File: config.mk
export PLATFORM = sky130hd
export DESIGN_NAME = adc_result_irq_trigger
export DESIGN_NICKNAME = d
export VERILOG_FILES = /design/src/rtl/adc_result_pkg.sv /design/src/rtl/adc_result_irq_trigger.sv
export SDC_FILE = /design/constraint.sdc
export NUM_CORES = 1
export LEC_CHECK = 0
export ABC_CLOCK_PERIOD_IN_PS = 2700
export BUFFER_PORTS_ARGS = -buffer_cell sky130_fd_sc_hd__buf_4
export CORE_MARGIN = 3
export CORE_UTILIZATION = 45
export DETAILED_ROUTE_END_ITERATION = 10
export PLACE_DENSITY_LB_ADDON = 0.15
export SLEW_MARGIN = 20
export SYNTH_ARGS = -nofsm -noshare
export SYNTH_HDL_FRONTEND = slang
export SYNTH_SLANG_ARGS = --single-unit
File: constraint.sdc
create_clock -name clk -period 2.7 [get_ports clk]
set_input_delay 0 -clock clk [delete_from_list [all_inputs] [get_ports clk]]
set_output_delay 0 -clock clk [all_outputs]
set_load 0.01 [all_outputs]
File: src/rtl/adc_result_pkg.sv
// constants, types and encodings shared by the converter result path
package adc_result_pkg;

	localparam int CONV_W   = 10;
	localparam int ACC_W    = CONV_W + 1;
	localparam int BYTE_W   = 8;
	localparam int VIEW_W   = 16;
	localparam int NUM_RES  = 4;
	localparam int NUM_CH   = 8;
	localparam int NUM_TRIG = 8;
	localparam int NUM_SRC  = 2;
	localparam int NUM_EV   = 8;
	localparam int NUM_SR   = 2;

	// event numbering on the event node selector
	localparam int EV_SEQ_SRC = 0;
	localparam int EV_PAR_SRC = 1;
	localparam int EV_RES0    = 4;

	// limit check codes
	localparam logic [2:0] LCC_OFF    = 3'h0;
	localparam logic [2:0] LCC_NOT_A1 = 3'h1;
	localparam logic [2:0] LCC_NOT_A2 = 3'h2;
	localparam logic [2:0] LCC_NOT_A3 = 3'h3;
	localparam logic [2:0] LCC_ALWAYS = 3'h4;
	localparam logic [2:0] LCC_IN_A1  = 3'h5;
	localparam logic [2:0] LCC_IN_A2  = 3'h6;
	localparam logic [2:0] LCC_IN_A3  = 3'h7;

	// reset values
	localparam logic             DRC_RST    = 1'b0;
	localparam logic             VALID_RST  = 1'b0;
	localparam logic [ACC_W-1:0] RESULT_RST = 11'h000;
	localparam logic [VIEW_W-1:0] VIEW_RST  = 16'h0000;

	// result areas of the limit checker, one-hot
	typedef enum logic [2:0] {
		AREA_1 = 3'b001,
		AREA_2 = 3'b010,
		AREA_3 = 3'b100
	} area_t;

	// one finished conversion as delivered by the sequencer
	typedef struct packed {
		logic              done;
		logic              src;
		logic [2:0]        channel;
		logic [1:0]        res_sel;
		logic [CONV_W-1:0] value;
	} conv_t;

	// per-source trigger configuration
	typedef struct packed {
		logic [2:0] line_sel;
		logic       sync_en;
	} trig_cfg_t;

endpackage

File: src/rtl/adc_result_irq_trigger.sv
// result accumulation, read views, event/channel interrupts, trigger muxing
//
// Contract
// counter zero on arrival: reload from enable bit, store result plus zero
// reload zero: every stored result completes, raises event, sets valid
// reload one: first sample of a pair raises no event, no valid
// counter one on arrival: add to stored value, decrement, event, valid
// same latency into result register with filter on or off
// result registers one bit wider than conversion width
// normal view gives eight or ten bit result per width select
// accumulated view gives full nine or eleven bit value, other alignment
// normal view drops the accumulated value's top bit
// eight-bit unaccumulated result sits whole in normal view high byte
// two service request lines, each OR of routed interrupt pulses
// event gated by its enable and routed by its node select
// source events 0 and 1 on completion of that source's conversion
// result events numbered four to seven for result registers 0 to 3
// classify result into area one, two or three against both limits
// limit code 000 disables, 100 fires on every conversion
// codes 001..011 fire when result lies outside area one/two/three
// codes 101..111 fire when result lies inside area one/two/three
// each channel has its own node select for its channel interrupt
// each source picks its trigger from eight lines by three-bit select
// per-source bit bypasses trigger synchronizer stages
// timer unit supplies the eight trigger lines
// compare first against first limit then second, lower-than flags
// service request lines pulse one cycle per routed condition
module adc_result_irq_trigger
	import adc_result_pkg::*;
(
	input  wire logic                           clk,
	input  wire logic                           rst_n,
	input  wire conv_t                          conv_in,
	input  wire logic                           width_8bit,
	input  wire logic [NUM_RES-1:0]             accumulate_enable,
	input  wire logic [NUM_RES-1:0]             result_event_enable,
	input  wire logic [NUM_RES-1:0]             valid_clear,
	input  wire logic [NUM_SRC-1:0]             source_event_enable,
	input  wire logic [NUM_EV-1:0]              event_node_select,
	input  wire logic [CONV_W-1:0]              first_limit,
	input  wire logic [CONV_W-1:0]              second_limit,
	input  wire logic [NUM_CH-1:0][2:0]         limit_check_code,
	input  wire logic [NUM_CH-1:0]              channel_node_select,
	input  wire logic [NUM_TRIG-1:0]            trigger_lines,
	input  wire trig_cfg_t [NUM_SRC-1:0]        trigger_cfg,
	output logic [NUM_SR-1:0]                   service_request_line,
	output logic [NUM_RES-1:0]                  result_valid_flag,
	output logic [NUM_RES-1:0]                  result_event,
	output logic [NUM_RES-1:0]                  reduction_countdown,
	output logic [NUM_RES-1:0][VIEW_W-1:0]      normal_result_view,
	output logic [NUM_RES-1:0][VIEW_W-1:0]      accumulated_result_view,
	output logic [NUM_SRC-1:0]                  source_trigger_input
);

	// storage one bit wider than a conversion so two samples never wrap
	logic [NUM_RES-1:0][ACC_W-1:0] result_r;
	logic [NUM_RES-1:0][ACC_W-1:0] result_nxt;
	logic [NUM_RES-1:0]            drc_r;
	logic [NUM_RES-1:0]            drc_nxt;
	logic [NUM_RES-1:0]            valid_r;
	logic [NUM_RES-1:0]            res_ev_nxt;
	logic [NUM_RES-1:0]            res_ev_r;
	logic [NUM_RES-1:0][VIEW_W-1:0] nview_r;
	logic [NUM_RES-1:0][VIEW_W-1:0] nview_nxt;
	logic [NUM_RES-1:0][VIEW_W-1:0] aview_r;
	logic [NUM_RES-1:0][VIEW_W-1:0] aview_nxt;
	logic [CONV_W-1:0]             sample;
	logic                          below_first;
	logic                          below_second;
	area_t                         area;
	logic                          chan_hit;
	logic [NUM_EV-1:0]             ev_pulse;
	logic [NUM_SR-1:0]             sr_nxt;
	logic [NUM_SR-1:0]             sr_r;
	logic [NUM_SRC-1:0]            trig_mux;
	logic [NUM_SRC-1:0]            trig_s1_r;
	logic [NUM_SRC-1:0]            trig_s2_r;
	logic [NUM_SRC-1:0]            trig_r;

	// eight-bit conversions use only the low bits of the sample bus
	always_comb begin
		sample = width_8bit ? {2'h0, conv_in.value[BYTE_W-1:0]}
		                    : conv_in.value;
	end

	// accumulation filter: single add stage, same latency either way
	always_comb begin
		for (int k = 0; k < NUM_RES; k++) begin
			result_nxt[k] = result_r[k];
			drc_nxt[k]    = drc_r[k];
			res_ev_nxt[k] = 1'b0;
			if (conv_in.done && conv_in.res_sel == 2'(k)) begin
				if (!drc_r[k]) begin
					// start of a pair: add zero, reload
					result_nxt[k] = {1'b0, sample};
					drc_nxt[k]    = accumulate_enable[k];
					res_ev_nxt[k] = !accumulate_enable[k];
				end else begin
					result_nxt[k] = result_r[k] + {1'b0, sample};
					drc_nxt[k]    = 1'b0;
					res_ev_nxt[k] = 1'b1;
				end
			end
		end
	end

	// read views, built from the next value so they track the store
	always_comb begin
		for (int k = 0; k < NUM_RES; k++) begin
			if (width_8bit) begin
				// whole byte in the high half, top accumulated bit lost
				nview_nxt[k] = {result_nxt[k][BYTE_W-1:0], 8'h00};
				aview_nxt[k] = {7'h00, result_nxt[k][BYTE_W:0]};
			end else begin
				nview_nxt[k] = {result_nxt[k][CONV_W-1:0], 6'h00};
				aview_nxt[k] = {5'h00, result_nxt[k]};
			end
		end
	end

	always_ff @(posedge clk) begin
		if (!rst_n) begin
			for (int k = 0; k < NUM_RES; k++) begin
				result_r[k] <= RESULT_RST;
				nview_r[k]  <= VIEW_RST;
				aview_r[k]  <= VIEW_RST;
			end
			drc_r <= {NUM_RES{DRC_RST}};
		end else begin
			result_r <= result_nxt;
			drc_r    <= drc_nxt;
			nview_r  <= nview_nxt;
			aview_r  <= aview_nxt;
		end
	end

	// valid flag: a completion in the clearing cycle wins
	always_ff @(posedge clk) begin
		if (!rst_n) begin
			valid_r <= {NUM_RES{VALID_RST}};
		end else begin
			valid_r <= (valid_r & ~valid_clear) | res_ev_nxt;
		end
	end

	always_ff @(posedge clk) begin
		if (!rst_n) begin
			res_ev_r <= '0;
		end else begin
			res_ev_r <= res_ev_nxt;
		end
	end

	// limit check on the incoming sample, lower-than flags plus equality to the limits
	always_comb begin
		below_first  = sample < first_limit;
		below_second = sample < second_limit;
		if (below_first && below_second) begin
			area = AREA_1;
		end else if (!below_first && !below_second &&
		             sample != first_limit && sample != second_limit) begin
			area = AREA_3;
		end else begin
			area = AREA_2;
		end
	end

	always_comb begin
		case (limit_check_code[conv_in.channel])
			LCC_OFF:    chan_hit = 1'b0;
			LCC_NOT_A1: chan_hit = area != AREA_1;
			LCC_NOT_A2: chan_hit = area != AREA_2;
			LCC_NOT_A3: chan_hit = area != AREA_3;
			LCC_ALWAYS: chan_hit = 1'b1;
			LCC_IN_A1:  chan_hit = area == AREA_1;
			LCC_IN_A2:  chan_hit = area == AREA_2;
			LCC_IN_A3:  chan_hit = area == AREA_3;
			default:    chan_hit = 1'b0;
		endcase
	end

	// event vector: sources at 0/1, result registers at 4..7
	always_comb begin
		ev_pulse = '0;
		ev_pulse[EV_SEQ_SRC] = conv_in.done && !conv_in.src &&
		                       source_event_enable[EV_SEQ_SRC];
		ev_pulse[EV_PAR_SRC] = conv_in.done && conv_in.src &&
		                       source_event_enable[EV_PAR_SRC];
		for (int k = 0; k < NUM_RES; k++) begin
			ev_pulse[EV_RES0 + k] = res_ev_nxt[k] &&
			                        result_event_enable[k];
		end
	end

	// interrupt compressor: OR of every pulse routed to a line
	always_comb begin
		sr_nxt = '0;
		for (int e = 0; e < NUM_EV; e++) begin
			if (ev_pulse[e]) begin
				sr_nxt[event_node_select[e]] = 1'b1;
			end
		end
		if (conv_in.done && chan_hit) begin
			sr_nxt[channel_node_select[conv_in.channel]] = 1'b1;
		end
	end

	// registered so each condition gives exactly one cycle of request
	always_ff @(posedge clk) begin
		if (!rst_n) begin
			sr_r <= '0;
		end else begin
			sr_r <= sr_nxt;
		end
	end

	// trigger selection; lines come from timer events (far side)
	always_comb begin
		for (int s = 0; s < NUM_SRC; s++) begin
			trig_mux[s] = trigger_lines[trigger_cfg[s].line_sel];
		end
	end

	always_ff @(posedge clk) begin
		if (!rst_n) begin
			trig_s1_r <= '0;
			trig_s2_r <= '0;
		end else begin
			trig_s1_r <= trig_mux;
			trig_s2_r <= trig_s1_r;
		end
	end

	// bypass saves two cycles for triggers already on this clock
	always_ff @(posedge clk) begin
		if (!rst_n) begin
			trig_r <= '0;
		end else begin
			for (int s = 0; s < NUM_SRC; s++) begin
				trig_r[s] <= trigger_cfg[s].sync_en ? trig_s2_r[s]
				                                    : trig_mux[s];
			end
		end
	end

	assign service_request_line    = sr_r;
	assign result_valid_flag       = valid_r;
	assign result_event            = res_ev_r;
	assign reduction_countdown     = drc_r;
	assign normal_result_view      = nview_r;
	assign accumulated_result_view = aview_r;
	assign source_trigger_input    = trig_r;

	for (genvar g = 0; g < NUM_RES; g++) begin : g_chk

	end
endmodule // adc_result_irq_trigger

## Yosys cells after proc, flatten, opt, wreduce, memory -nomap -nowiden

Index checks and enable logic that the tools add are counted.
W data, S select, Z words.

- Register bits: 192
- Output and inout bits: 144

- Add/subtract/negate cells: 4
- Magnitude comparators: 19
- Eq/ne operators: 18
- Multiplexer cells: 59
- Bitwise logic cells: 10
- Reduce and logical (&&, ||, !) cells: 34

Operators by type and width:

| operator | number |
|---|---|
| $mux W11 | 8 |
| $mux W16 | 4 |
| $add A11 B10 Y11 | 4 |
| $logic_and A1 B1 Y1 | 24 |
| $mux W1 | 24 |
| $lt A10 B10 Y1 | 2 |
| $ne A10 B10 Y1 | 2 |
| $eq A3 B3 Y1 const B | 5 |
| $lt A1 B2 Y1 const B | 7 |
| $mux W2 | 7 |
| $lt A3 B4 Y1 const B | 3 |
| $or A2 B2 Y2 | 6 |
| $mux W10 | 1 |
| $bmux W1 S3 | 3 |
| $bmux W3 S3 | 1 |
| $eq A3 B2 Y1 const B | 3 |
| $mux W3 | 3 |
| $pmux W1 S8 | 1 |
| $demux W1 S1 | 7 |
| $ge A1 B1 Y1 const B | 7 |
| $logic_not A1 Y1 | 7 |
| $eq A3 B1 Y1 const B | 2 |
| $and A4 B4 Y4 | 1 |
| $eq A2 B2 Y1 const B | 2 |
| 10 further kinds | 10 |

## Logic depth before layout (Yosys ltp)

- Depth after elaboration: 17
- Mapped depth: 13

## Worst setup path after synthesis

No wires, ideal clock.

- Kind: register to register
- Start: reg result_r[22] in the netlist's numbering
- End: reg result_r[32] in the netlist's numbering
- Setup time: 0.128 ns
- Arrival: 2.183 ns
- Required time: 2.572 ns
- Setup slack: 0.389 ns
- Stages on the path, launching flop included: 12
- Path buffers: 0
- Path through: dfxtp_1 -> ha_1 -> inv_1 -> fa_1 -> nor2b_1 -> o21ai_1 -> a21oi_1 -> o21ai_0 -> o21ai_0 -> mux2_2 -> a22oi_1 -> nor2_1

- Cells in the longest elaborated chain, start to end: 3

RTL lines:

| item | line | text |
|---|---|---|
| from (decl) | adc_result_irq_trigger.sv:56 | `logic [NUM_RES-1:0][ACC_W-1:0] result_r;` |
| from (signal assigned) | adc_result_irq_trigger.sv:130 | `result_r <= result_nxt;` |
| $add A11 B10 Y11 | adc_result_irq_trigger.sv:99 | `result_nxt[k] = result_r[k] + {1'b0, sample};` |
| $mux W11 | adc_result_irq_trigger.sv:93 | `if (!drc_r[k]) begin` |
| $mux W11 | adc_result_irq_trigger.sv:92 | `if (conv_in.done && conv_in.res_sel == 2'(k)) begin` |

Every way passes these cells.
A chain may end at the register's enable or synchronous reset.

## Worst setup path after layout

- Start: reg result_r[11] in the netlist's numbering
- End: reg aview_r, in the netlist accumulated_result_view[26]

- Cells in the longest elaborated chain, start to end: 3

RTL lines:

| item | line | text |
|---|---|---|
| $add A11 B10 Y11 | adc_result_irq_trigger.sv:99 |  |
| $mux W11 | adc_result_irq_trigger.sv:93 |  |
| $mux W11 | adc_result_irq_trigger.sv:92 |  |
| to (signal assigned) | adc_result_irq_trigger.sv:133 | `aview_r <= aview_nxt;` |
| to (decl) | adc_result_irq_trigger.sv:65 | `logic [NUM_RES-1:0][VIEW_W-1:0] aview_r;` |

Every way passes these cells.

==> flow_summary.toml <==
[clocking]
clk_path_buf_depth = 2
clkTransAtPathRegs_ps = 70
htreeDepth = 3
numCtsBuffers = 9
clk_latency_ps = 360
cts.sinks = 112
cts_tree = "done"
root_buffer = "clkbuf_16"
post_cts.repair.setup_buffers = 0

[final_layout]
diodes = 0
syn_to_final_growth_pct = 22.6
drive_gt1_share_pct = 25.6
fin_cells = 1300
nets = 1248

[floorplan]
die_h_microns = 136
initial_core_util_pct = 47.0
ioPinCount = 254
die_width_microns = 136
die_area_sq_um = 18600
std_cell_rows = 46
core_area_sq_um = 16200

[logic_synthesis]
synth_seq_cells = 112
ys.flop_type = "dfxtp_1"
synthArstFlopShare_pct = 0
netlist_instances = 921
avgSynthCellArea_sq_um = 8.29
synth_edf_count = 0
synthXorXnorAreaFrac_pct = 2.07
synthAdderAreaFrac_pct = 10.3
synth_area_sq_um = 7630
synth_top_family_by_area = "compound AO/OA/AOI/OAI gates"
synth.area.mux_share_pct = 9.41
synth-simple-area-share_pct = 17.1
synth-seq-area-share_pct = 29.4
synth_warnings = 0
synth_cell_types = 73
synth_compound_area_share_pct = 18.6

[sta]
final_max_slew_viol_count = 0
finalWorstPathRequiredPeriod_ps = 2470
setup_tns_ps = 0
worst_slew_pin_slew_ps = 901
relSlewSlack_pct = 39.8
rsz0062_at_grt = "false"
fin_crit_sh_pct = 91.4
finalHoldViolations = 0
fin_skew_ps = 13.1
fmax_mhz = 405
setup_viol = 0

[placed_design]
place_congestion = 0.877
io_buffers = 207
dpl.cell_count = 1274
place_hpwl_microns = 16300

[setup_path]
worstPathMaxFanout = 4
crit_chain = "ha_1 > inv_1 > fa_1 > nor2b_1 > o21a_1 > o21ai_1 > a21oi_2 > maj3_1 > a21oi_1 > mux2_2 > a21oi_1"
slowest_delay_ps = 360
cp_common_cell = "a21oi_1"
worstSetupStartpointType = "register"
slowest_stage = "maj3_1"
crit_type = "register to register"
cp_num_buf_inv = 1
cp-end-kind = "register"
critical-path-top-delay-family = "compound AO/OA/AOI/OAI gates"
critPathRequiredTime_ps = 2970
crit_arrival_ps = 2740

[global_routing]
grt_start_max_net_pins = 37
grt_overflow = 0
grtUsageTotal_pct = 23.6
grt_first_pass_wirelength_microns = 33900
grt_pass1_vias = 6383
grt_antenna_before_repair = 0

[power_and_ir_drop]
cellPowerDensity_nw_per_um2 = 438
peakVddDrop_v = 0.000346
leakagePower_nw = 4.25

[route]
drt-vias-per-instance = 5.26
num_vias = 6838
routedWlPerCell_microns = 17.1
ant_nets = 0
post-route-drc-count = 0
wl_microns = 22200
dr.pass1.iters = 5
drt_iter0_drc = 492

[job]
maxCapViolCount = 0

[worst_hold_path]
hp-class = "primary input to register"

[run_status]
status = "finished, final reports clean"
-- per-stage QoR --
| step | hold slack, ps | util [%] | total power [W] | area (sq um) | worst slack (ps) |
|---|---|---|---|---|---|
| 6_report | 34.5 | 57.6 | 0.00410 | 9360 | 232 |
| 5_1_grt | 37.8 | 57.6 | 0.00430 | 9360 | 23.4 |
| 4_1_cts | 30.0 | 57.5 | 0.00413 | 9330 | 92.2 |
| 3_5_place_dp | 252 | 54.9 | 0.00270 | 8910 | 121 |
| 3_3_place_gp | 244 | 54.9 | 0.00269 | 8910 | 156 |
| 2_1_floorplan | 143 | - | 0.00241 | 7790 | 389 |
-- cells by family (layout without fill, tap and decap cells) --
| kind of cell | Yosys count | count (layout) |
|---|---|---|
| AND/OR/NAND/NOR | 281 | 281 |
| AO/OA/AOI/OAI | 216 | 216 |
| buffers and inverters | 177 | 297 |
| flip-flops | 112 | 112 |
| adder cells (fa/ha/maj) | 61 | 61 |
| multiplexers | 55 | 55 |
| XOR/XNOR | 18 | 18 |
| other | 1 | 44 |
-- flip-flops by register name, indices dropped and copies added (netlist names) --
signal,count
accumulated_result_view,8
normal_result_view,40
reduction_countdown,4
result_event,4
result_r,44
result_valid_flag,4
service_request_line,2
source_trigger_input,2
trig_s1_r,2
trig_s2_r,2
-- tightest hold or removal path: cells and delay by family --
| kind | cells | cell delay, ps |
|---|---|---|
| buffers and inverters | 1 | 70 |
| and+or+nand+nor | 2 | 270 |
-- layout by cell type, fill, tap and decap left out, drive strengths merged, types with 13 or more instances in the layout --
master and count:
buf 220, nor2 113, dfxtp 112, a21oi 75
nand2 59, ha 54, inv 51, conb 44
o21ai 31, mux2i 29, nand3 22, nor3 22
o21a 19, xnor2 15, a211oi 15, mux2 14
clkbuf 13
-- area by class of cell --
type | instances | area [sq um]
Fill cell | 1549 | 6870
Clock inverter | 2 | 37.5
Clock buffer | 13 | 270
Sequential cell | 112 | 2240
Inverter | 51 | 191
Multi-Input combinational cell | 675 | 4580
Tap cell | 216 | 270
Timing Repair Buffer | 231 | 1760
-- where the power goes --
part	leakage [nW]	switching [W]	total, W	internal [W]
registers	0.911	0.0000411	0.00175	0.00171
logic	3.19	0.000500	0.000939	0.000438
clock network	0.148	0.000615	0.00141	0.000792
-- final timing paths --
path | startpoint | endpoint | slack (ps) | depth (start not counted)
worst max-delay path | result_r[11] | accumulated_result_view[26] | 230 | 11
worst min-delay path | accumulate_enable[0] | result_event[0] | 30 | 3
worst min register to register | trig_s1_r[0] | trig_s2_r[0] | 430 | 1
worst max register to register | result_r[11] | accumulated_result_view[26] | 230 | 11
-- cells in the mapped netlist (12+ instances only) --
cell      count  area, sq um
a211oi_1     13         97.6
nand3_1      22          110
ha_1         54          676
mux2i_1      29          290
mux4_2       12          270
dfxtp_1     112         2240
nand2_1      59          221
clkbuf_1     30          113
xnor2_1      15          131
nor2_1      113          424
o21ai_0      23          115
nor3_1       22          110
buf_4        83          623
o21a_1       19          143
a21oi_1      74          370
mux2_2       14          158
inv_1        49          184
-- layer usage --
metal  GRT usage [%]  up-vias  share of wire (%)
li1                -     3439                  -
met3            5.33       28                7.0
met4            6.33        0                2.0
met1            30.8     3144                 43
met5               0        -                  0
met2            39.4      227                 48
-- timing repair --
item / 4_1_cts / 5_1_grt
setup endpoints to repair: 0 / 6
hold buffers: 11 / 0
gates resized for setup: 0 / 5
endpoints found under the hold margin: 10 / 0
Power figures use the tool's default switching activity.
